## src/hw/fucs_pkg.sv

```systemverilog
// Constants, register map and state encoding of the FIFO serial unit.
package fucs_pkg;
  localparam int ADDR_W = 8;
  localparam int DATA_W = 8;
  localparam int PTR_W  = 4;
  localparam int CNT_W  = 5;
  localparam int DIV_W  = 16;
  localparam int FMT_W  = 18;

  localparam logic [ADDR_W-1:0] ADDR_CLKSTOP = 8'h00;
  localparam logic [ADDR_W-1:0] ADDR_CTRL    = 8'h04;
  localparam logic [ADDR_W-1:0] ADDR_FCTRL   = 8'h08;
  localparam logic [ADDR_W-1:0] ADDR_STATUS  = 8'h0C;
  localparam logic [ADDR_W-1:0] ADDR_TXDATA  = 8'h10;
  localparam logic [ADDR_W-1:0] ADDR_RXDATA  = 8'h14;
  localparam logic [ADDR_W-1:0] ADDR_FORMAT  = 8'h18;

  localparam logic [7:0]       CLKSTOP_RST = 8'hFF;
  localparam logic [15:0]      CTRL_RST    = 16'h0000;
  localparam logic [15:0]      FCTRL_RST   = 16'h0000;
  localparam logic [FMT_W-1:0] FORMAT_RST  = 18'h00063;
  localparam logic [15:0]      CTRL_MASK   = 16'h00FB;
  localparam logic [15:0]      FCTRL_MASK  = 16'h07FF;
  localparam logic [7:0]       SW_CLR_MASK = 8'h9F;

  localparam int CLKSTOP_UNIT   = 6;
  localparam int CTRL_TX_IRQ    = 7;
  localparam int CTRL_RX_IRQ    = 6;
  localparam int CTRL_TX_EN     = 5;
  localparam int CTRL_RX_EN     = 4;
  localparam int CTRL_FAULT_IRQ = 3;
  localparam int CTRL_CKS_HI    = 1;
  localparam int CTRL_CKS_LO    = 0;
  localparam int FC_RTS_HI      = 10;
  localparam int FC_RTS_LO      = 8;
  localparam int FC_RXT_HI      = 7;
  localparam int FC_RXT_LO      = 6;
  localparam int FC_TXT_HI      = 5;
  localparam int FC_TXT_LO      = 4;
  localparam int FC_MODEM       = 3;
  localparam int FC_TX_CLR      = 2;
  localparam int FC_RX_CLR      = 1;
  localparam int FC_LOOP        = 0;
  localparam int FMT_PAR_EN     = 16;
  localparam int FMT_PAR_ODD    = 17;

  localparam int SF_FAULT  = 7;
  localparam int SF_DONE   = 6;
  localparam int SF_TXLOW  = 5;
  localparam int SF_BREAK  = 4;
  localparam int SF_FRAME  = 3;
  localparam int SF_PARITY = 2;
  localparam int SF_RXFULL = 1;
  localparam int SF_READY  = 0;
  localparam int NFLAGS    = 8;

  localparam logic [1:0] CKS_INTERNAL = 2'h0;
  localparam logic [2:0] LAST_BIT     = 3'h7;
  localparam logic [4:0] READY_IDLE_BITS = 5'h0F;
  localparam logic [CNT_W-1:0] FIFO_DEPTH = 5'h10;

  localparam logic [CNT_W-1:0] RX_TRIG [4] = '{5'h01, 5'h04, 5'h08, 5'h0E};
  localparam logic [CNT_W-1:0] TX_TRIG [4] = '{5'h08, 5'h04, 5'h02, 5'h00};
  localparam logic [CNT_W-1:0] RTS_TRIG [8] =
    '{5'h0F, 5'h01, 5'h04, 5'h06, 5'h08, 5'h0A, 5'h0C, 5'h0E};

  typedef enum logic [4:0] {
    S_IDLE  = 5'b00001,
    S_START = 5'b00010,
    S_DATA  = 5'b00100,
    S_PAR   = 5'b01000,
    S_STOP  = 5'b10000
  } fucs_state_t;
endpackage

```

## src/hw/fucs_top.sv

```systemverilog
// FIFO serial unit: APB registers, transmit and receive engines and FIFOs.
`timescale 1ns/1ps
`default_nettype none
module fucs_top (
  input  wire logic                        clk,
  input  wire logic                        rst_n,
  input  wire logic                        psel,
  input  wire logic                        penable,
  input  wire logic                        pwrite,
  input  wire logic [fucs_pkg::ADDR_W-1:0] paddr,
  input  wire logic [31:0]                 pwdata,
  output logic      [31:0]                 prdata,
  output logic                             pready,
  output logic                             pslverr,
  input  wire logic                        rxdIn,
  output logic                             txdOut,
  input  wire logic                        ctsInN,
  output logic                             rtsOutN,
  output logic                             rxFullIrq,
  output logic                             rxFaultIrq,
  output logic                             breakIrq,
  output logic                             txEmptyIrq
);
  import fucs_pkg::*;

  logic [7:0]              moduleClockStop3;
  logic [15:0]             serialControl;
  logic [15:0]             fifoControl;
  logic [FMT_W-1:0]        frameFormat;
  logic [NFLAGS-1:0]       flags;
  logic [NFLAGS-1:0]       seenOne;
  logic [DATA_W-1:0]       txMem [FIFO_DEPTH];
  logic [DATA_W+1:0]       rxMem [FIFO_DEPTH];
  logic [PTR_W-1:0]        txWp, txRp, rxWp, rxRp;
  logic [CNT_W-1:0]        txCount, rxCount, parCount, frmCount;
  fucs_state_t             txState, rxState;
  logic [DIV_W-1:0]        txBaud, rxBaud;
  logic [2:0]              txBit, rxBit;
  logic [DATA_W-1:0]       txShift, rxShift;
  logic                    txPar, txLine, rxPErr;
  logic [4:0]              idleBits;

  // Register bus decode.
  wire setupPh  = psel & ~penable;
  wire wrAcc    = psel & penable & pwrite;
  wire rdAcc    = psel & penable & ~pwrite;
  wire hitStop  = paddr == ADDR_CLKSTOP;
  wire hitCtrl  = paddr == ADDR_CTRL;
  wire hitFctrl = paddr == ADDR_FCTRL;
  wire hitStat  = paddr == ADDR_STATUS;
  wire hitTx    = paddr == ADDR_TXDATA;
  wire hitRx    = paddr == ADDR_RXDATA;
  wire hitFmt   = paddr == ADDR_FORMAT;
  wire mapped   = hitStop | hitCtrl | hitFctrl | hitStat | hitTx | hitRx | hitFmt;
  assign pready  = 1'b1;
  assign pslverr = psel & penable & ~mapped;

  // Control fields.
  wire unitRun     = ~moduleClockStop3[CLKSTOP_UNIT];
  wire txIrqEn     = serialControl[CTRL_TX_IRQ];
  wire rxIrqEn     = serialControl[CTRL_RX_IRQ];
  wire txEnable    = serialControl[CTRL_TX_EN];
  wire rxEnable    = serialControl[CTRL_RX_EN];
  wire faultIrqEn  = serialControl[CTRL_FAULT_IRQ];
  wire [1:0] clkSel = serialControl[CTRL_CKS_HI:CTRL_CKS_LO];
  wire modemEn     = fifoControl[FC_MODEM];
  wire txClear     = fifoControl[FC_TX_CLR];
  wire rxClear     = fifoControl[FC_RX_CLR];
  wire loopBack    = fifoControl[FC_LOOP];
  wire parEn       = frameFormat[FMT_PAR_EN];
  wire parOdd      = frameFormat[FMT_PAR_ODD];
  wire [CNT_W-1:0] rxTrig = RX_TRIG[fifoControl[FC_RXT_HI:FC_RXT_LO]];
  wire [CNT_W-1:0] txTrig = TX_TRIG[fifoControl[FC_TXT_HI:FC_TXT_LO]];
  wire [CNT_W-1:0] rtsTrig = RTS_TRIG[fifoControl[FC_RTS_HI:FC_RTS_LO]];
  // Only the internal divider exists, so every clock-select code runs from it
  // and no serial clock pin is sampled.
  wire [DIV_W-1:0] bitDiv = (clkSel == CKS_INTERNAL) ? frameFormat[DIV_W-1:0]
                                                     : frameFormat[DIV_W-1:0];

  // Serial lines and modem handshake.
  wire rxLine = loopBack ? txLine : rxdIn;
  assign txdOut  = loopBack | txLine;
  wire ctsOk     = ~modemEn | ~ctsInN;
  assign rtsOutN = modemEn & (rxCount >= rtsTrig);

  // FIFO state.
  wire txEmpty  = txCount == '0;
  wire txFull   = txCount == FIFO_DEPTH;
  wire rxEmpty  = rxCount == '0;
  wire rxFull   = rxCount == FIFO_DEPTH;
  wire [DATA_W-1:0] txHead = txMem[txRp];
  wire [DATA_W+1:0] rxHead = rxMem[rxRp];
  wire txPush   = wrAcc & hitTx & ~txFull;
  wire txPop    = unitRun & txEnable & (txState == S_IDLE) & ~txEmpty & ctsOk;
  wire rxPop    = rdAcc & hitRx & ~rxEmpty;
  wire txTick   = txBaud == bitDiv;
  wire rxTick   = rxBaud == bitDiv;
  wire rxMid    = rxBaud == (bitDiv >> 1);
  wire frameEnd = unitRun & rxEnable & (rxState == S_STOP) & rxTick;
  wire frmErr   = ~rxLine;
  wire brkSeen  = frmErr & (rxShift == '0);
  wire rxPush   = frameEnd & ~rxFull;
  wire [DATA_W+1:0] rxEntry = {rxPErr, frmErr, rxShift};

  // Status flag causes.
  wire txLow    = txCount < txTrig;
  wire txIdle   = (txState == S_IDLE) & txEmpty;
  wire rxBusy   = rxState != S_IDLE;
  wire rxLeft   = ~rxEmpty & (rxCount < rxTrig) & ~rxBusy & (idleBits == READY_IDLE_BITS);
  logic [NFLAGS-1:0] setVec, hwClr, swClr;
  assign setVec[SF_FAULT]  = frameEnd & (frmErr | rxPErr);
  assign setVec[SF_DONE]   = txIdle;
  assign setVec[SF_TXLOW]  = txLow;
  assign setVec[SF_BREAK]  = frameEnd & brkSeen;
  assign setVec[SF_FRAME]  = frameEnd & frmErr;
  assign setVec[SF_PARITY] = frameEnd & rxPErr;
  assign setVec[SF_RXFULL] = rxCount >= rxTrig;
  assign setVec[SF_READY]  = rxLeft;
  assign hwClr = {1'b0, txPush | ~txIdle, ~txLow, 4'h0, rxBusy | rxEmpty};
  assign swClr = {NFLAGS{wrAcc & hitStat}} & seenOne & ~pwdata[NFLAGS-1:0]
                 & SW_CLR_MASK;

  // A new event beats a clear arriving in the same cycle.
  for (genvar i = 0; i < NFLAGS; i++) begin : gFlag
    always_ff @(posedge clk or negedge rst_n) begin
      if (!rst_n) begin
        flags[i] <= 1'b0;
      end else begin
        flags[i] <= setVec[i] | (flags[i] & ~(hwClr[i] | swClr[i]));
      end
    end
  end

  wire [3:0] parShow = parCount[CNT_W-1] ? 4'hF : parCount[3:0];
  wire [3:0] frmShow = frmCount[CNT_W-1] ? 4'hF : frmCount[3:0];
  wire [15:0] statusWord = {parShow, frmShow, flags};

  wire [31:0] readMux =
    hitStop  ? {24'h000000, moduleClockStop3} :
    hitCtrl  ? {16'h0000, serialControl} :
    hitFctrl ? {16'h0000, fifoControl} :
    hitStat  ? {16'h0000, statusWord} :
    hitRx    ? {24'h000000, rxHead[DATA_W-1:0]} :
    hitFmt   ? {14'h0000, frameFormat} : 32'h00000000;

  // Interrupt requests.
  assign rxFullIrq  = rxIrqEn & (flags[SF_RXFULL] | flags[SF_READY]);
  assign rxFaultIrq = rxIrqEn & faultIrqEn & (flags[SF_FAULT] | flags[SF_FRAME]
                      | flags[SF_PARITY]);
  assign breakIrq   = rxIrqEn & faultIrqEn & flags[SF_BREAK];
  assign txEmptyIrq = txIrqEn & flags[SF_TXLOW];

  // Registers and read data; read data is captured in the setup cycle.
  always_ff @(posedge clk or negedge rst_n) begin
    if (!rst_n) begin
      moduleClockStop3 <= CLKSTOP_RST;
      serialControl    <= CTRL_RST;
      fifoControl      <= FCTRL_RST;
      frameFormat      <= FORMAT_RST;
      prdata           <= '0;
      seenOne          <= '0;
    end else begin
      if (setupPh) begin
        prdata <= readMux;
      end
      if (wrAcc & hitStop) begin
        moduleClockStop3 <= pwdata[7:0];
      end
      if (wrAcc & hitCtrl) begin
        serialControl <= pwdata[15:0] & CTRL_MASK;
      end
      if (wrAcc & hitFctrl) begin
        fifoControl <= pwdata[15:0] & FCTRL_MASK;
      end
      if (wrAcc & hitFmt) begin
        frameFormat <= pwdata[FMT_W-1:0];
      end
      if (rdAcc & hitStat) begin
        seenOne <= flags;
      end else if (wrAcc & hitStat) begin
        seenOne <= '0;
      end
    end
  end

  always_ff @(posedge clk) begin
    if (txPush) begin
      txMem[txWp] <= pwdata[DATA_W-1:0];
    end
    if (rxPush) begin
      rxMem[rxWp] <= rxEntry;
    end
  end

  // Transmit FIFO pointers.
  always_ff @(posedge clk or negedge rst_n) begin
    if (!rst_n) begin
      txWp    <= '0;
      txRp    <= '0;
      txCount <= '0;
    end else if (txClear) begin
      txWp    <= '0;
      txRp    <= '0;
      txCount <= '0;
    end else begin
      txWp    <= txWp + PTR_W'(txPush);
      txRp    <= txRp + PTR_W'(txPop);
      txCount <= txCount + CNT_W'(txPush) - CNT_W'(txPop);
    end
  end

  // Receive FIFO pointers and error tallies of the held entries.
  wire popPar = rxPop & rxHead[DATA_W+1];
  wire popFrm = rxPop & rxHead[DATA_W];
  always_ff @(posedge clk or negedge rst_n) begin
    if (!rst_n) begin
      rxWp     <= '0;
      rxRp     <= '0;
      rxCount  <= '0;
      parCount <= '0;
      frmCount <= '0;
    end else if (rxClear) begin
      rxWp     <= '0;
      rxRp     <= '0;
      rxCount  <= '0;
      parCount <= '0;
      frmCount <= '0;
    end else begin
      rxWp     <= rxWp + PTR_W'(rxPush);
      rxRp     <= rxRp + PTR_W'(rxPop);
      rxCount  <= rxCount + CNT_W'(rxPush) - CNT_W'(rxPop);
      parCount <= parCount + CNT_W'(rxPush & rxPErr) - CNT_W'(popPar);
      frmCount <= frmCount + CNT_W'(rxPush & frmErr) - CNT_W'(popFrm);
    end
  end

  // Transmit engine: start, data LSB first, optional parity, one stop bit.
  always_ff @(posedge clk or negedge rst_n) begin
    if (!rst_n) begin
      txState <= S_IDLE;
      txLine  <= 1'b1;
      txBaud  <= '0;
      txBit   <= '0;
      txShift <= '0;
      txPar   <= 1'b0;
    end else if (!txEnable) begin
      txState <= S_IDLE;
      txLine  <= 1'b1;
      txBaud  <= '0;
    end else if (unitRun) begin
      txBaud <= (txTick || txState == S_IDLE) ? '0 : txBaud + 1'b1;
      unique case (txState)
        S_IDLE: if (txPop) begin
          txShift <= txHead;
          txPar   <= (^txHead) ^ parOdd;
          txLine  <= 1'b0;
          txState <= S_START;
        end
        S_START: if (txTick) begin
          txLine  <= txShift[0];
          txShift <= txShift >> 1;
          txBit   <= '0;
          txState <= S_DATA;
        end
        S_DATA: if (txTick) begin
          if (txBit == LAST_BIT) begin
            txLine  <= parEn ? txPar : 1'b1;
            txState <= parEn ? S_PAR : S_STOP;
          end else begin
            txLine  <= txShift[0];
            txShift <= txShift >> 1;
            txBit   <= txBit + 1'b1;
          end
        end
        S_PAR: if (txTick) begin
          txLine  <= 1'b1;
          txState <= S_STOP;
        end
        S_STOP: if (txTick) begin
          txState <= S_IDLE;
        end
      endcase
    end
  end

  // Receive engine: start bit checked at mid-bit, then one sample per bit.
  always_ff @(posedge clk or negedge rst_n) begin
    if (!rst_n) begin
      rxState  <= S_IDLE;
      rxBaud   <= '0;
      rxBit    <= '0;
      rxShift  <= '0;
      rxPErr   <= 1'b0;
      idleBits <= '0;
    end else if (!rxEnable) begin
      rxState  <= S_IDLE;
      rxBaud   <= '0;
      idleBits <= '0;
    end else if (unitRun) begin
      rxBaud <= rxTick ? '0 : rxBaud + 1'b1;
      unique case (rxState)
        S_IDLE: begin
          if (!rxLine) begin
            rxBaud  <= '0;
            rxPErr  <= 1'b0;
            rxState <= S_START;
          end else if (rxTick && idleBits != READY_IDLE_BITS) begin
            idleBits <= idleBits + 1'b1;
          end
        end
        S_START: if (rxMid) begin
          rxBaud   <= '0;
          rxBit    <= '0;
          idleBits <= '0;
          rxState  <= rxLine ? S_IDLE : S_DATA;
        end
        S_DATA: if (rxTick) begin
          rxShift <= {rxLine, rxShift[DATA_W-1:1]};
          rxBit   <= rxBit + 1'b1;
          if (rxBit == LAST_BIT) begin
            rxState <= parEn ? S_PAR : S_STOP;
          end
        end
        S_PAR: if (rxTick) begin
          rxPErr  <= (^rxShift) ^ rxLine ^ parOdd;
          rxState <= S_STOP;
        end
        S_STOP: if (rxTick) begin
          rxState <= S_IDLE;
        end
      endcase
    end
  end
endmodule
`default_nettype wire

```

## config.mk

```make
export PLATFORM = sky130hd
export DESIGN_NAME = fucs_top
export DESIGN_NICKNAME = d
export VERILOG_FILES = /design/src/hw/fucs_pkg.sv /design/src/hw/fucs_top.sv
export SDC_FILE = /design/constraint.sdc
export NUM_CORES = 1
export LEC_CHECK = 0
export BUFFER_PORTS_ARGS = -buffer_cell sky130_fd_sc_hd__buf_2
export CELL_PAD_IN_SITES_DETAIL_PLACEMENT = 0
export CELL_PAD_IN_SITES_GLOBAL_PLACEMENT = 1
export CORE_ASPECT_RATIO = 0.6
export CORE_UTILIZATION = 56
export DETAILED_ROUTE_END_ITERATION = 12
export GPL_TIMING_DRIVEN = 0
export PLACE_DENSITY = 0.95
export SLEW_MARGIN = 0
export SYNTH_ARGS = -nofsm -noshare
export SYNTH_HDL_FRONTEND = slang
export SYNTH_SLANG_ARGS = --single-unit
```

## constraint.sdc

```tcl
create_clock -name clk -period 10.7 [get_ports clk]
set_clock_uncertainty 0.05 [all_clocks]
set_input_delay 1.07 -clock clk [delete_from_list [all_inputs] [get_ports clk]]
set_output_delay 1.07 -clock clk [all_outputs]
set_load 0.02 [all_outputs]
```

; Yosys cells after proc, flatten, opt, wreduce, memory -nomap -nowiden
; Memory sizes are Yosys's and may differ from the RTL's.
; Cells that the tools add are included.
; W data, S select, Z words.
[totals]
ff_bits = 200
ramBits = 288
mem_bits_ro = 40
elab_cells = 328
memories = 3
[op_classes]
add_sub_neg = 17
order_cmp = 7
n_eq_ne = 52
n_mux = 90
bitwise_logic = 102
n_reduce_logical = 23
[memory_table]
columns = memory, words, word_bits, rd, rd_ports_with_merged_regs, write_ports, line_no
row1 = rxMem, 16, 10, 1, 0, 1, fucs_top.sv:33  ; logic [DATA_W+1:0] rxMem [FIFO_DEPTH];
row2 = txMem, 16, 8, 1, 0, 1, fucs_top.sv:32  ; logic [DATA_W-1:0] txMem [FIFO_DEPTH];
row3 = (name not given), 8, 5, 1, 0, 0, fucs_top.sv:74  ; wire [CNT_W-1:0] rtsTrig = RTS_TRIG[fifoControl[FC_RTS_HI:FC_RTS_LO]];
[op_table]
columns = cell, n
row1 = $mux W5, 32
row2 = $mux W16, 8
row3 = $mux W18, 6
row4 = $and A1 B1 Y1, 50
row5 = $pmux W5 S5, 2
row6 = $mux W8, 6
row7 = $ne A3 B3 Y1 const B, 14
row8 = $add A16 B1 Y16 const B, 2
row9 = $eq A16 B16 Y1, 2
row10 = $pmux W16 S2, 1
row11 = $eq A8 B5 Y1 const B, 3
row12 = $mux W4, 6
row13 = $pmux W8 S3, 1
row14 = $or A1 B1 Y1, 23
row15 = $reduce_and A7 Y1, 3
row16 = $add A5 B1 Y5, 4
row17 = $bmux W5 S2, 2
row18 = $eq A5 B5 Y1 const B, 4
row19 = $ne A2 B2 Y1 const B, 10
row20 = $not A1 Y1, 20
row21 = $sub A5 B1 Y5, 4
row22 = $mux W3, 6
row23 = $add A4 B1 Y4, 4
row24 = $and A8 B8 Y8, 2
row25 = 36 further kinds, 76

; Depth between registers and ports, before layout
[logic_depth]
depth_word = 9
depth_mapped = 16
ltp_nobuf = 15

; Least setup slack after synthesis
; No wires, ideal clock.
[synth_timing]
path_type = in2reg
start = input paddr[1] (netlist bit)
end = register rxCount[4]
setup_ps = 78
t_arrival_ps = 3901
path_slack_ps = 6671
path_stages = 12
path_buffers = 0
cell_sequence = nor4b_1 nand3_1 or4_1 inv_1 ha_1 inv_1 ha_1 fa_1 a21oi_1 nor2_1 or3_1 a21oi_1
[synth_via]
elab_chain_cells = 5
[synth_lines]
columns = element, line_no
row1 = "start, declared", fucs_top.sv:10  ; input wire logic [fucs_pkg::ADDR_W-1:0] paddr,
row2 = $eq A8 B5 Y1, fucs_top.sv:52  ; wire hitRx = paddr == ADDR_RXDATA;
row3 = $and A1 B1 Y1 (2 in series), fucs_top.sv:95  ; wire rxPop = rdAcc & hitRx & ~rxEmpty;
row4 = $sub A5 B1 Y5, fucs_top.sv:231  ; rxCount <= rxCount + CNT_W'(rxPush) - CNT_W'(rxPop);
row5 = $mux W5, fucs_top.sv:222  ; end else if (rxClear) begin
row6 = "end signal, assigned", fucs_top.sv:231
row7 = "end, declared", fucs_top.sv:35  ; logic [CNT_W-1:0] txCount, rxCount, parCount, frmCount;
; Every way passes these cells.
; A chain may end at the register's enable or synchronous reset.

; Worst setup path in the final report
[layout_timing]
start = register rxRp[1]
end = register parCount[4]
[layout_via]
elab_chain_cells = 4
[layout_lines]
columns = element, line_no
row1 = "start, declared", fucs_top.sv:34  ; logic [PTR_W-1:0] txWp, txRp, rxWp, rxRp;
row2 = "start signal, assigned", fucs_top.sv:230  ; rxRp <= rxRp + PTR_W'(rxPop);
row3 = $mem_v2 Z16 W10, --
row4 = $and A1 B1 Y1, fucs_top.sv:213  ; wire popPar = rxPop & rxHead[DATA_W+1];
row5 = $sub A5 B1 Y5, fucs_top.sv:232  ; parCount <= parCount + CNT_W'(rxPush & rxPErr) - CNT_W'(popPar);
row6 = $mux W5, fucs_top.sv:222
row7 = "end signal, assigned", fucs_top.sv:232
row8 = "end, declared", fucs_top.sv:35
; Every way passes these cells.

==> metrics.md <==
| Metric | Value |
|---|---|
| Crit path buf inv count | 5 |
| Max-cap viol count | 0 |
| HPWL reported at the end of detailed placement | 38800 um |
| Area overhead of the layout relative to synthesis | 11.3% |
| Clock tree from TritonCTS | yes |
| Final nets | 1847 |
| Routability congestion estimate from global placement | around 0.89 |
| Detail-routed net length per standard cell | ~24 um |
| Met3 Routed Length | 5550 um |
| First-pass GRT wire length | 85000 um |
| Total leakage power | 9.40 nW |
| Count of standard-cell rows | 55 |
| Count of H-tree levels built during CTS | 2 |
| I/O pin count | 87 |
| Met1 Wirelength | 24900 um |
| PortBufs | 57 |
| Most common cell in the netlist | sky130_fd_sc_hd__edfxtp_1 |
| Remaining global-route overflow | 0 |
| Worst setup slack for register-to-register paths | about 6.4 ns |
| Count of hold-fix buffers inserted at cts | 0 |
| VDD IR max | 0.000111 V |
| CTS clk-pin slew, worst paths | 0.07 ns |
| Area enclosed by the die boundary | about 0.040 mm2 |
| Shortest period the worst path allows | 4.30 ns |
| Setup violators final | 0 |
| Final-report max-slew violation count | 0 |
| Critical path cell sequence | buf_2 > buf_1 > mux4_2 > mux4_2 > nor2b_1 > ha_1 > inv_1 > ha_1 > inv_1 > fa_1 > inv_1 > a21o_1 > a21oi_1 > xnor2_1 > nor2_1 |
| Critical setup path kind | register to register |
| TritonCTS Buffers | 43 |
| Final Cell Area | 0.0242 mm2 |
| Cell family with most CP delay | buffers and inverters |
| Yosys warning count | 0 |
| Sinks on Clock Net | roughly 470 |
| Min-delay src | prdata[16]$_DFFE_PN0P_ |
| Actual slew at the worst max-slew pin | ~1.4 ns |
| Relative max-transition margin | 9.29% |
| Fraction of final layout cells with drive strength greater than 1 | 17.4% |
| Clock insertion delay at the later pin of the skew report | 0.56 ns |
| Number of placed cells counting well taps | ~2.2k |
| Count of vias placed by the detailed router | approximately 14k |
| Unique masters post-synth | 72 |
| Count of flip-flops with a built-in enable after synthesis | 288 |
| Capturing element type of the critical path | register |
| Overall routing resource usage | 28.7% |
| Non-filler instance count after layout | 2284 |
| Proportion of register bits with asynchronous set or reset after synthesis | slightly below 40% |
| Seq cells post-synth | around 470 |
| DRT Wirelength | 55600 um |
| Via count of the first global-routing pass | 13.7k |
| Core area | 0.0379 mm2 |
| Post-detailed-route DRC marker count | 0 |
| Share of the yosys chip area belonging to registers | 61.2% |
| Placed instance area | 0.0228 mm2 |
| Setup total negative slack | 0 ns |
| Avg Vias per Cell | around 6.2 |
| Post CTS Setup Buffer Count | 0 |
| Critical Path RT | approximately 11 ns |
| Worst Hold Class | register to register |
| Period utilization | between 40% and 50% |
| Initial Utilization | 57.2% |
| Number of buffers on the longest clock path | 3 |
| R2r startpoint | rxRp[1]$_DFF_PN0_ |
| Clock tree root driver cell | sky130_fd_sc_hd__clkbuf_16 |
| Largest net degree at the start of global routing | 95 |
| Number of endpoints with negative hold slack in the final report | 0 |
| Cell area after synthesis | 0.0217 mm2 |
| Number of antenna repair diodes | 0 |
| Number of nets with antenna violations after routing | 0 |
| Uppermost layer routed | met5 |
| End of the worst hold path | prdata[16]$_DFFE_PN0P_ |
| Areal power density over the cells | 175 mW/mm2 |
| Status | complete, no violations |
| Number of cells on the worst reg-to-reg path | 15 |
| Width of the die | 256 um |
| Met2 wire length | about 24000 um |
| Leading post-synthesis cells by instance count | sky130_fd_sc_hd__edfxtp_1, sky130_fd_sc_hd__dfrtp_1, sky130_fd_sc_hd__o21ai_0 |
| Post-synth top area cell | sky130_fd_sc_hd__edfxtp_1 |
| DRC violation total after the first TritonRoute iteration | 1894 |
| Top fanout value on the critical path | 10 |
| Length of the first detailed-routing pass in iterations | 7 |
| Post-synthesis cell count | 1620 |
| Crit path largest cell delay | just over 0.6 ns |
| Cell with the most instances on the worst path | sky130_fd_sc_hd__inv_1 |
| Number of fill cells | 2785 |
| Area share of the largest cell type after synthesis | 39.9% |
| Crit path launch type | register |
| Main flop type after synthesis | sky130_fd_sc_hd__edfxtp_1 |
| Vertical die dimension | 154 um |
| Resize count post-CTS | 0 |
| Cell types with the largest area share after synthesis | sky130_fd_sc_hd__edfxtp_1, sky130_fd_sc_hd__dfrtp_1, sky130_fd_sc_hd__mux4_2, sky130_fd_sc_hd__ha_1, sky130_fd_sc_hd__o21ai_0 |
| Initial antenna violation count | 1 |
| Max Fclk | 0.233 GHz |
| Data arrival at the endpoint of the critical path | 4.67 ns |
| Cell with the biggest individual delay on the critical path | sky130_fd_sc_hd__buf_1 |
| Post-synthesis average cell area | 13.4 um2 |
| RSZ-0062 raised after global routing | false |
| Worst Hold Path Cells | 2 |
| Reg2Reg Capture Point | parCount[4]$_DFF_PN0_ |
[how the worst max path moves through the flow]
| stage | slack (ns) | to | cells after the start | from |
|---|---|---|---|---|
| 2_1_floorplan | 6.67 | rxCount[4]$_DFF_PN0_ | 12 | paddr[1] |
| 4_1_cts | 6.28 | pslverr | 6 | paddr[4] |
| 5_1_grt | 6.19 | rxCount[4]$_DFF_PN0_ | 13 | frameFormat[13]$_DFFE_PN0P_ |
| 3_5_place_dp | 6.05 | rxCount[4]$_DFF_PN0_ | 13 | paddr[1] |
| 3_3_place_gp | 5.36 | txShift[4]$_DFFE_PN0P_ | 1 | rst_n |
| 6_report | 6.40 | parCount[4]$_DFF_PN0_ | 15 | rxRp[1]$_DFF_PN0_ |
[worst min-delay path, cell delays in order, from the launching register on]
cell	delay [ns]
sky130_fd_sc_hd__dfrtp_1	0.35
sky130_fd_sc_hd__nand2_1	0.05
sky130_fd_sc_hd__nand2_1	0.05
[cell usage in the layout (no fill, tap or decap), types with 5 or more instances in the layout]
| cell type | n |
|---|---|
| sky130_fd_sc_hd__or3_1 | 6 |
| sky130_fd_sc_hd__nand3b_1 | 13 |
| sky130_fd_sc_hd__nor2b_1 | 34 |
| sky130_fd_sc_hd__buf_6 | 11 |
| sky130_fd_sc_hd__nor3_2 | 8 |
| sky130_fd_sc_hd__mux2i_1 | 38 |
| sky130_fd_sc_hd__a22oi_1 | 8 |
| sky130_fd_sc_hd__xor2_1 | 61 |
| sky130_fd_sc_hd__a21oi_1 | 54 |
| sky130_fd_sc_hd__mux2_2 | 43 |
| sky130_fd_sc_hd__a31oi_1 | 5 |
| sky130_fd_sc_hd__conb_1 | 15 |
| sky130_fd_sc_hd__o21ai_0 | 137 |
| sky130_fd_sc_hd__and2_1 | 5 |
| sky130_fd_sc_hd__nor2_1 | 109 |
| sky130_fd_sc_hd__xnor2_1 | 19 |
| sky130_fd_sc_hd__buf_4 | 21 |
| sky130_fd_sc_hd__nand4_1 | 6 |
| sky130_fd_sc_hd__nor3_1 | 15 |
| sky130_fd_sc_hd__nand2_1 | 108 |
| sky130_fd_sc_hd__ha_1 | 56 |
| sky130_fd_sc_hd__mux4_2 | 66 |
| sky130_fd_sc_hd__a21o_1 | 8 |
| sky130_fd_sc_hd__nor4_1 | 15 |
| sky130_fd_sc_hd__nand3_1 | 40 |
| sky130_fd_sc_hd__clkbuf_16 | 43 |
| sky130_fd_sc_hd__o31ai_1 | 7 |
| sky130_fd_sc_hd__nand2b_1 | 41 |
| sky130_fd_sc_hd__and3_1 | 22 |
| sky130_fd_sc_hd__inv_1 | 63 |
| sky130_fd_sc_hd__clkinv_1 | 5 |
| sky130_fd_sc_hd__buf_2 | 66 |
| sky130_fd_sc_hd__o22ai_1 | 6 |
| sky130_fd_sc_hd__clkbuf_1 | 50 |
| sky130_fd_sc_hd__a221oi_1 | 18 |
| sky130_fd_sc_hd__edfxtp_1 | 288 |
| sky130_fd_sc_hd__dfrtp_1 | 169 |
| sky130_fd_sc_hd__bufinv_16 | 5 |
| sky130_fd_sc_hd__dfstp_2 | 15 |
[final cells by class]
| type | count | area [um2] | area share (%) |
|---|---|---|---|
| clock buffer | 55 | 1130 | 4.68 |
| multi-input combinational | 1015 | 7790 | 32.2 |
| tap | 513 | 642 | 2.66 |
| timing repair buffer | 62 | 364 | 1.51 |
| buffer | 82 | 479 | 1.98 |
| clock inverter | 21 | 243 | 1.00 |
| sequential | 472 | 13300 | 54.9 |
| inverter | 64 | 240 | 0.994 |
[routing by layer]
| metal | GRT usage (%) | vias to the layer above |
|---|---|---|
| met2 | 41.5 | 771 |
| met5 | 0 | - |
| met1 | 45.4 | 7242 |
| met3 | 5.31 | 74 |
| met4 | 5.76 | 2 |
| li1 | - | 6178 |
[metrics by stage]
stage          util, %  setup WS (ns)  hold WS [ns]  power, mW
6_report          63.7           6.40         0.437       4.22
5_1_grt           63.7           6.19         0.458       4.36
4_1_cts           63.7           6.28         0.437       4.21
3_5_place_dp      60.0           6.05         0.414       2.68
3_3_place_gp      59.8           5.36         0.406       2.65
2_1_floorplan        -           6.67         0.400       2.50
[state kept, by name, summed over array words and instances (netlist names), 7 cells and up]
name,cells
rxMem,160
txMem,128
frameFormat,18
prdata,18
rxBaud,16
txBaud,16
fifoControl,11
flags,8
moduleClockStop3,8
rxShift,8
txShift,8
serialControl,7
[kinds of logic after synthesis]
group           count (synthesis)  synth area share (%)
buf+inv                       146                  3.32
xor+xnor                       82                  3.41
mux                           147                  10.8
simple gates                  438                  10.1
compound gates                273                  7.58
other cells                     2                0.0346
fa+ha+maj                      60                  3.60
flops                         472                  61.2
[power breakdown]
part	switching [mW]	leakage [nW]	internal [mW]	total, mW
Clock	0.685	0.652	0.871	1.56
Combinational	0.357	3.94	0.277	0.634
Sequential	0.0463	4.81	1.98	2.03
Note: power is estimated with default switching activity, not from simulation.
